### config.mk
export PLATFORM = sky130hd
export DESIGN_NAME = bpsc_power_ctrl
export DESIGN_NICKNAME = d
export VERILOG_FILES = /design/src/design/bpsc_pkg.sv /design/src/design/bpsc_state_reg.sv /design/src/design/bpsc_power_ctrl.sv
export SDC_FILE = /design/constraint.sdc
export NUM_CORES = 1
export LEC_CHECK = 0
export ABC_CLOCK_PERIOD_IN_PS = 3100
export BUFFER_PORTS_ARGS = -buffer_cell sky130_fd_sc_hd__buf_2
export CORE_MARGIN = 1
export CORE_UTILIZATION = 39
export DETAILED_ROUTE_END_ITERATION = 7
export PLACE_DENSITY = 0.84
export SYNTH_ARGS = -nofsm -noshare
export SYNTH_HDL_FRONTEND = slang
export SYNTH_SLANG_ARGS = --single-unit
### constraint.sdc
create_clock -name ref_clk -period 3.1 [get_ports ref_clk]
set_input_delay 0.62 -clock ref_clk [delete_from_list [all_inputs] [get_ports ref_clk]]
set_output_delay 0.62 -clock ref_clk [all_outputs]
set_load 0.02 [all_outputs]
### src/design/bpsc_pkg.sv
package bpsc_pkg;
  // ***************************************************************
  // register offset (byte address of the dword in config space)
  // ***************************************************************
  localparam logic [7:0] PM_CTRL_STAT_OFFSET = 8'h84;
  localparam logic [31:0] PM_CTRL_STAT_RESET = 32'h0000_0000;
  // field positions
  localparam int PS_LSB = 0;
  localparam int PS_MSB = 1;
  localparam int NSR_BIT = 3;
  localparam int WAKE_EN_BIT = 8;
  localparam int POWER_DATA_SELECT_LSB = 9;
  localparam int POWER_DATA_SELECT_MSB = 12;
  localparam int POWER_DATA_SCALE_LSB = 13;
  localparam int POWER_DATA_SCALE_MSB = 14;
  localparam int WAKE_STAT_BIT = 15;
  localparam logic [1:0] PS_RESET = 2'h0;
  localparam logic WAKE_EN_RESET = 1'b0;
  // ***************************************************************
  // power states
  // ***************************************************************
  typedef enum logic [1:0] {
    BPSC_D0 = 2'b00,
    BPSC_D1 = 2'b01,
    BPSC_D2 = 2'b10,
    BPSC_D3 = 2'b11
  } bpsc_pstate_e;
  // downstream cycle kinds
  typedef enum logic [1:0] {
    BPSC_CYC_CFG0 = 2'b00,
    BPSC_CYC_CFG1 = 2'b01,
    BPSC_CYC_MEM = 2'b10,
    BPSC_CYC_IO = 2'b11
  } bpsc_cyc_e;
  // cycles the soft-reset pulse is held
  localparam int SOFT_RST_CYCLES = 4;
  localparam logic [2:0] SOFT_RST_LEN = 3'(SOFT_RST_CYCLES);
endpackage : bpsc_pkg

### src/design/bpsc_state_reg.sv
// ***************************************************************
// power state holder: drops unsupported encodings
// ***************************************************************
module bpsc_state_reg
  import bpsc_pkg::*;
(
  input wire logic ref_clk,
  input wire logic reset,
  input wire logic clkEn,
  input wire logic wrEn,
  input wire logic [1:0] wrState,
  output bpsc_pkg::bpsc_pstate_e state_q,
  output logic wakeD0_q
);
  import bpsc_pkg::*;

  always_ff @(posedge ref_clk) begin
    if (reset) begin
      state_q <= BPSC_D0;
      wakeD0_q <= 1'b0;
    end else if (clkEn) begin
      wakeD0_q <= 1'b0;
      if (wrEn && (wrState == BPSC_D0 || wrState == BPSC_D3)) begin
        state_q <= bpsc_pstate_e'(wrState);
        wakeD0_q <= (state_q == BPSC_D3) && (wrState == BPSC_D0);
      end
    end
  end

  a_drop_unsupported: assert property (
    @(posedge ref_clk) disable iff (reset)
    !reset && clkEn && wrEn && (wrState == 2'b01 || wrState == 2'b10)
    |=> $stable(state_q))
    else $error("unsupported power state was stored");
endmodule : bpsc_state_reg

### src/design/bpsc_power_ctrl.sv
module bpsc_power_ctrl
  import bpsc_pkg::*;
#(
  parameter int RstCycles = SOFT_RST_CYCLES
)
(
  input wire logic ref_clk,
  input wire logic reset,
  input wire logic clkEn,
  input wire logic cfgWrEn,
  input wire logic cfgRdEn,
  input wire logic [7:0] cfgAddr,
  input wire logic [31:0] cfgWrData,
  input wire logic [3:0] cfgByteEn,
  output logic [31:0] cfgRdData_q,
  output logic cfgDone_q,
  input wire logic dsCycValid,
  input wire logic [1:0] dsCycKind,
  output logic dsClaim_q,
  output logic dsAbort_q,
  input wire logic intReq,
  output logic intOut_q,
  input wire logic mmrReq,
  output logic mmrAccept_q,
  output logic [1:0] powerState_q,
  output logic ctxReset_q
);
  import bpsc_pkg::*;

  // the pulse counter is three bits wide, so 7 cycles is the longest pulse
  if (RstCycles < 1 || RstCycles > 7) begin : g_bad_len
    $error("soft reset length must be 1 to 7 cycles");
  end
  localparam logic [2:0] RstLen = 3'(RstCycles);

  // ***************************************************************
  // register write decode
  // ***************************************************************
  logic hitReg;
  logic psWrite;
  bpsc_pstate_e state;
  logic wakeD0;
  logic wakeEn_q;
  logic [2:0] rstCnt_q;

  assign hitReg = cfgAddr[7:2] == PM_CTRL_STAT_OFFSET[7:2];
  assign psWrite = cfgWrEn && hitReg && cfgByteEn[0];

  bpsc_state_reg u_state (
    .ref_clk(ref_clk),
    .reset(reset),
    .clkEn(clkEn),
    .wrEn(psWrite),
    .wrState(cfgWrData[PS_MSB:PS_LSB]),
    .state_q(state),
    .wakeD0_q(wakeD0)
  );

  // sticky bit: only platform reset clears it, not the soft reset
  always_ff @(posedge ref_clk) begin
    if (reset) begin
      wakeEn_q <= WAKE_EN_RESET;
    end else if (clkEn && cfgWrEn && hitReg && cfgByteEn[1]) begin
      wakeEn_q <= cfgWrData[WAKE_EN_BIT];
    end
  end

  // ***************************************************************
  // read path
  // ***************************************************************
  function automatic logic [31:0] pmReadWord(input logic [1:0] ps,
                                             input logic we);
    logic [31:0] w;
    w = PM_CTRL_STAT_RESET;
    w[PS_MSB:PS_LSB] = ps;
    w[WAKE_EN_BIT] = we;
    return w;
  endfunction : pmReadWord

  always_ff @(posedge ref_clk) begin
    if (reset) begin
      cfgRdData_q <= 32'h0;
      cfgDone_q <= 1'b0;
    end else if (clkEn) begin
      // config accesses complete whenever clkEn is high, even in D3
      cfgDone_q <= cfgWrEn || cfgRdEn;
      if (cfgRdEn && hitReg) begin
        cfgRdData_q <= pmReadWord(state, wakeEn_q);
      end else begin
        cfgRdData_q <= 32'h0;
      end
    end
  end

  // ***************************************************************
  // internal context reset after software D3 to D0
  // ***************************************************************
  always_ff @(posedge ref_clk) begin
    if (reset) begin
      rstCnt_q <= 3'h0;
      ctxReset_q <= 1'b0;
    end else if (clkEn) begin
      if (wakeD0) begin
        rstCnt_q <= RstLen;
        ctxReset_q <= 1'b1;
      end else if (rstCnt_q > 3'h1) begin
        rstCnt_q <= rstCnt_q - 3'h1;
      end else begin
        rstCnt_q <= 3'h0;
        ctxReset_q <= 1'b0;
      end
    end
  end

  // ***************************************************************
  // claiming and gating
  // ***************************************************************
  // type 0 config stays open so software can still wake the bridge
  function automatic logic mayClaim(input bpsc_pstate_e ps,
                                    input logic [1:0] kind);
    return ps == BPSC_D0 || kind == BPSC_CYC_CFG0;
  endfunction : mayClaim

  always_ff @(posedge ref_clk) begin
    if (reset) begin
      dsClaim_q <= 1'b0;
      dsAbort_q <= 1'b0;
      intOut_q <= 1'b0;
      mmrAccept_q <= 1'b0;
      powerState_q <= PS_RESET;
    end else if (clkEn) begin
      powerState_q <= state;
      if (dsCycValid && mayClaim(state, dsCycKind)) begin
        dsClaim_q <= 1'b1;
        dsAbort_q <= 1'b0;
      end else begin
        dsClaim_q <= 1'b0;
        // the upstream side turns this into an unsupported request
        dsAbort_q <= dsCycValid;
      end
      // masked, not queued: a request made in D3 is simply lost
      intOut_q <= intReq && state == BPSC_D0;
      mmrAccept_q <= mmrReq && state == BPSC_D0;
    end
  end

  // ***************************************************************
  // checks
  // ***************************************************************
  a_abort_outside_d0: assert property (
    @(posedge ref_clk) disable iff (reset)
    clkEn && dsCycValid && state != BPSC_D0 && dsCycKind != BPSC_CYC_CFG0
    |=> dsAbort_q && !dsClaim_q)
    else $error("cycle claimed outside D0");
  a_cfg0_claimed: assert property (
    @(posedge ref_clk) disable iff (reset)
    clkEn && dsCycValid && dsCycKind == BPSC_CYC_CFG0 |=> dsClaim_q)
    else $error("type 0 config cycle not claimed");
  a_no_int_d3: assert property (
    @(posedge ref_clk) disable iff (reset)
    clkEn && state == BPSC_D3 |=> !intOut_q)
    else $error("interrupt raised in D3");
  a_no_mmr_d3: assert property (
    @(posedge ref_clk) disable iff (reset)
    clkEn && state == BPSC_D3 |=> !mmrAccept_q)
    else $error("mmr cycle accepted in D3");
  a_read_fixed: assert property (
    @(posedge ref_clk) disable iff (reset)
    clkEn && cfgRdEn && hitReg |=> (cfgRdData_q & 32'hffff_fefc) == 32'h0)
    else $error("fixed field read nonzero");
  a_wake_sticky: assert property (
    @(posedge ref_clk) disable iff (reset)
    !reset && !(clkEn && cfgWrEn && hitReg && cfgByteEn[1])
    |=> $stable(wakeEn_q))
    else $error("wake enable changed without write");
  a_soft_reset: assert property (
    @(posedge ref_clk) disable iff (reset)
    clkEn && wakeD0 |=> ctxReset_q)
    else $error("no context reset after D3 to D0");
  a_reset_d0: assert property (
    @(posedge ref_clk)
    reset |=> state == BPSC_D0 && !wakeEn_q && !ctxReset_q)
    else $error("reset did not return to D0");
  a_cfg_done: assert property (
    @(posedge ref_clk) disable iff (reset)
    clkEn && cfgWrEn |=> cfgDone_q)
    else $error("config write not completed");
  a_ps_follows: assert property (
    @(posedge ref_clk) disable iff (reset)
    !reset && clkEn |=> powerState_q == $past(state))
    else $error("reported power state lags the held state");
  a_d0_claims_all: assert property (
    @(posedge ref_clk) disable iff (reset)
    !reset && clkEn && dsCycValid && state == BPSC_D0 |=> dsClaim_q)
    else $error("cycle not claimed in D0");
  a_mmr_d0: assert property (
    @(posedge ref_clk) disable iff (reset)
    !reset && clkEn && mmrReq && state == BPSC_D0 |=> mmrAccept_q)
    else $error("mmr cycle refused in D0");

  c_enter_d3: cover property (@(posedge ref_clk) state == BPSC_D3);
  c_soft_reset: cover property (@(posedge ref_clk) ctxReset_q);
  c_abort: cover property (@(posedge ref_clk) dsAbort_q);
  c_cfg0_d3: cover property (@(posedge ref_clk)
    dsClaim_q && state == BPSC_D3);
  c_freeze: cover property (@(posedge ref_clk)
    !clkEn && cfgWrEn);
endmodule : bpsc_power_ctrl

---- After elaboration in Yosys (flattened, before gate mapping) ----
Cells that the tools add are included.
word-level totals
  output and inout bits ................... 40
  input port bits ......................... 54
  word-level logic and storage cells ...... 45
  bits in registers ....................... 47
operators by class
  $lt $le $gt $ge ......................... 1
  add/sub/neg operators ................... 1
  equality and inequality tests ........... 4
  muxes and demuxes ....................... 8
  reduce and logical (&&, ||, !) cells .... 19
operators with widths
  operator               number
  $logic_and A1 B1 Y1    11
  $mux W9                1
  $eq A6 B6 Y1 const B   1
  $logic_not A2 Y1       3
  $mux W3                2
  $mux W1                5
  $eq A2 B2 Y1 const B   2
  $reduce_and A2 Y1      2
  $gt A3 B1 Y1 const B   1
  $logic_or A1 B1 Y1     3
  $sub A3 B1 Y3 const B  1
  $ne A2 B1 Y1 const B   1

---- Logic depth before layout (Yosys ltp) ----
  word-level depth ........................ 5
  mapped depth ............................ 5
  gate-level depth less buffers ........... 5

---- Modules after synthesis ----
Synthesis repeated with hierarchy kept, for this count alone.
unflattened totals
  cells, all modules ...................... 127
  area total of the unflattened synthesis .. 1082.3 um^2
modules (own cells, without submodules)
  module           instances  area an instance (um^2)  cells an instance  seq. area each (um^2)
  bpsc_power_ctrl  1          919.6                    110                300.3
  bpsc_state_reg   1          162.7                    17                 60.1

---- Worst setup path before layout ----
No wires, ideal clock.
  path type ............................... input -> register
  from .................................... input port cfgAddr[6]
  to ...................................... register u_state.state_q[0]
  required time ........................... 3.028 ns
  library setup time ...................... 0.072 ns
  data arrival time ....................... 1.723 ns
  setup slack ............................. 1.305 ns
  stages on the path ...................... 3
  buffers on the path ..................... 0
  cells stage by stage .................... or4b_4 > nor3_1 > mux2i_1
on the way
  cells in the longest elaborated chain, start to end .. 5
ends and longest elaborated chain
  what                              RTL line               source
  from (decl)                       bpsc_power_ctrl.sv:12  input wire logic [7:0] cfgAddr,
  $eq A6 B6 Y1                      bpsc_power_ctrl.sv:46  assign hitReg = cfgAddr[7:2] == PM_CTRL_STAT_OFFSET[7:2];
  $logic_and A1 B1 Y1 (2 in a row)  bpsc_power_ctrl.sv:47  assign psWrite = cfgWrEn && hitReg && cfgByteEn[0];
  $logic_and A1 B1 Y1               bpsc_state_reg.sv:23   if (wrEn && (wrState == BPSC_D0 || wrState == BPSC_D3)) begin
  $reduce_and A2 Y1 (no line)       -
  to (signal assigned)              bpsc_state_reg.sv:24   state_q <= bpsc_pstate_e'(wrState);
  to (decl)                         bpsc_state_reg.sv:12   output bpsc_pkg::bpsc_pstate_e state_q,
Every way passes these cells.
A chain may end at the register's enable or synchronous reset.

---- Worst setup path in the final report ----
  from .................................... input port cfgAddr[6]
  to ...................................... register u_state.state_q[1]
Same word-level chain as after synthesis.

==> results.md <==
* Detailed-route wire length at 1.85 mm
* Fmax at 0.582 GHz
* Endpoints failing hold at 0
* Full die area at 2850 µm²
* Sequential Area at 360 µm²
* Critical Path Start: cfgAddr[6]
* Clk_lat worst skew at 0.29 ns
* Commonest non-fill, non-tap cell in the layout: buf_2
* Initial antenna violation count at 0
* Critical path class: input port to flop
* Pwr/cell area at 419 nW/µm²
* #FFs+latches synth at 18
* TritonCTS clock tree: built
* Drt wl/cell at 9.94 µm
* CTS H-tree lvls at 1
* Vias in the first global route at 716
* Tightest Hold Check Type: flop to flop
* NumNets Final at 214
* IO buf count at 31
* Status: complete, no violations
* Multi-input logic area at 513 µm²
* Crit start category: input port
* Top-Level Pins at 94
* Asr flop ratio synth at 0
* CTS clk-pin slew, worst paths at 0.10 ns
* Fill cells at 257
* RSZ-0062 raised after global routing: false
* Clock share of power at 0.302
* Core ar. at 2480 µm²
* Max incr delay on CP at 0.55 ns
* Critical Path AT at 1.95 ns
* Via count at 859
* Net Sw Frac at 0.295
* Post-synth top flop: dfxtp_1
* First-pass GRT wire length at 2.85 mm
* Netlist cell types at 27
* GP Congestion at 0.744
* First-pass DRT Iterations at 4
* # rows at 18
* CTS Sinks at 18
* Most frequent cells in the layout: 31 x buf_2, 29 x conb_1, 18 x dfxtp_1
* Sequential fraction of the synthesis area at 0.350
* Internal power at 0.334 mW
* ANT cells at 0
* Critical Path RT at 3.33 ns
* Sequential Power Share at 0.510
* Initial Util at 0.416
* Max-slew headroom at 0.665
* Cts hold-fix bufs at 0
* Share of cells above drive strength 1 at 0.244
* Post-CTS Resized at 0
* GRT Residual Overflow at 0
* Setup tns final at 0 ns
* CP Cell Sequence: buf_2, or4b_4, nor3_1, mux2i_1
* Mapped Area at 1030 µm²
* Ys Warns at 0
* Worst-margin pin slew at 0.499 ns
* Worst-path maximum fanout at 4
* Largest net degree at the start of global routing at 17
* Endpoints failing setup at 0
* Worst path slowest cell: or4b_4
* Die Wd at 53.4 µm
* Hold slack at 0.467 ns
* Slew Limit Fails at 0
* Worst VDD drop at 0.226 mV
* Setup bufs post-CTS at 0
* P&R area growth vs syn at 9.83%
* CTS Buffer Depth at 2
* Hpwl dp at 1.45 mm
* Tmin final at 1.72 ns
* Iter 0 DRT Violations at 11
* GR Util All Layers at 0.140
* LEAKAGE at 0.538 nW
* FF-to-FF Start: rstCnt_q[1]
* Period utilization at 0.555
* Layout Utilization at 0.457
* Post-route ant nets at 0
* Post-synth EDFFs at 0
* Worst Clk Skew at 0.000806 ns
* Sw Pwr at 0.140 mW
* Root Buffer Master: clkbuf_4
* Hold path startpoint: dsClaim_q
* Syn avg cell area at 8.18 µm²
* Comb power frac at 0.188
* TritonCTS buffer count at 3
* Total power at 0.474 mW
* Via/cell ratio at 4.62
* Max-cap violations at 0
* Post-Synthesis Cells at 126
* DRC violations left at 0
* Setup crit end kind: flop
* Die Y at 53.4 µm
==> state kept, by name, indices dropped and copies added, names as in the netlist <==
signal and cells:
dsClaim_q 1, ctxReset_q 1, powerState_q 2, dsAbort_q 1
u_state.state_q 2, rstCnt_q 3, cfgRdData_q 3, mmrAccept_q 1
intOut_q 1, cfgDone_q 1, wakeEn_q 1, u_state.wakeD0_q 1
==> through the flow <==
step | area, µm² | instances | setup slack, ns
6_report | 1130 | 186 | 1.38
4_1_cts | 1130 | 186 | 1.37
2_1_floorplan | 1140 | 154 | 1.30
3_5_place_dp | 1100 | 182 | 1.07
3_3_place_gp | 1100 | 182 | 1.10
5_1_grt | 1130 | 186 | 1.35
==> final cells by class <==
| class | instances | area share |
|---|---|---|
| clock buffer | 4 | 0.0320 |
| inverter | 8 | 0.0265 |
| multi-input combinational | 95 | 0.453 |
| sequential | 18 | 0.318 |
| tap | 30 | 0.0331 |
| timing repair buffer | 31 | 0.137 |
==> cell families (layout without fill, tap and decap cells) <==
group | count (synthesis) | after routing | share of synthesized area
compound gates | 21 | 21 | 0.140
flops | 18 | 18 | 0.350
fa+ha+maj | 3 | 3 | 0.0364
other cells | 1 | 29 | 0.00364
mux | 2 | 2 | 0.0194
simple gates | 40 | 40 | 0.197
buf+inv | 41 | 43 | 0.255
==> final timing paths <==
path | slack, ns | end | cells past startpoint
setup reg to reg | 1.87 | rstCnt_q[2] | 5
hold reg to reg | 0.47 | dsClaim_q | 2
setup / recovery | 1.38 | u_state.state_q[1] | 4
hold / removal | 0.47 | dsClaim_q | 2
==> synthesized netlist by cell type (all sizes together) (2+ instances only) <==
master   n  area share
buf     29        0.21
dfxtp   18        0.35
nand2   16       0.058
a21oi    8       0.039
inv      8       0.029
nand3    8       0.039
o31ai    5       0.036
clkbuf   4       0.015
nor2     4       0.015
nor3     4       0.019
ha       3       0.036
mux2i    2       0.019
nand2b   2       0.012
nor3b    2       0.015
==> worst max-delay path, delay by kind of cell <==
family,cells,cell delay [ns]
buffers and inverters,1,0.09
and+or+nand+nor,2,1.00
muxes,1,0.23
==> power groups by stage <==
stage / clock network, mW / registers, mW / logic, mW
2_1_floorplan: 0 / 0.251 / 0.0897
3_3_place_gp: 0 / 0.247 / 0.0873
3_5_place_dp: 0 / 0.247 / 0.0888
4_1_cts: 0.144 / 0.242 / 0.0890
5_1_grt: 0.154 / 0.243 / 0.0988
6_report: 0.143 / 0.242 / 0.0891
==> layer usage <==
layer / vias up / global-route usage / part of all wire
met3: 4 / 0.0115 / 0.063
li1: 429 / - / -
met2: 41 / 0.248 / 0.50
met1: 385 / 0.157 / 0.42
met5: - / 0 / 0
met4: 0 / 0.0921 / 0.025
Power figures use the tool's default switching activity.
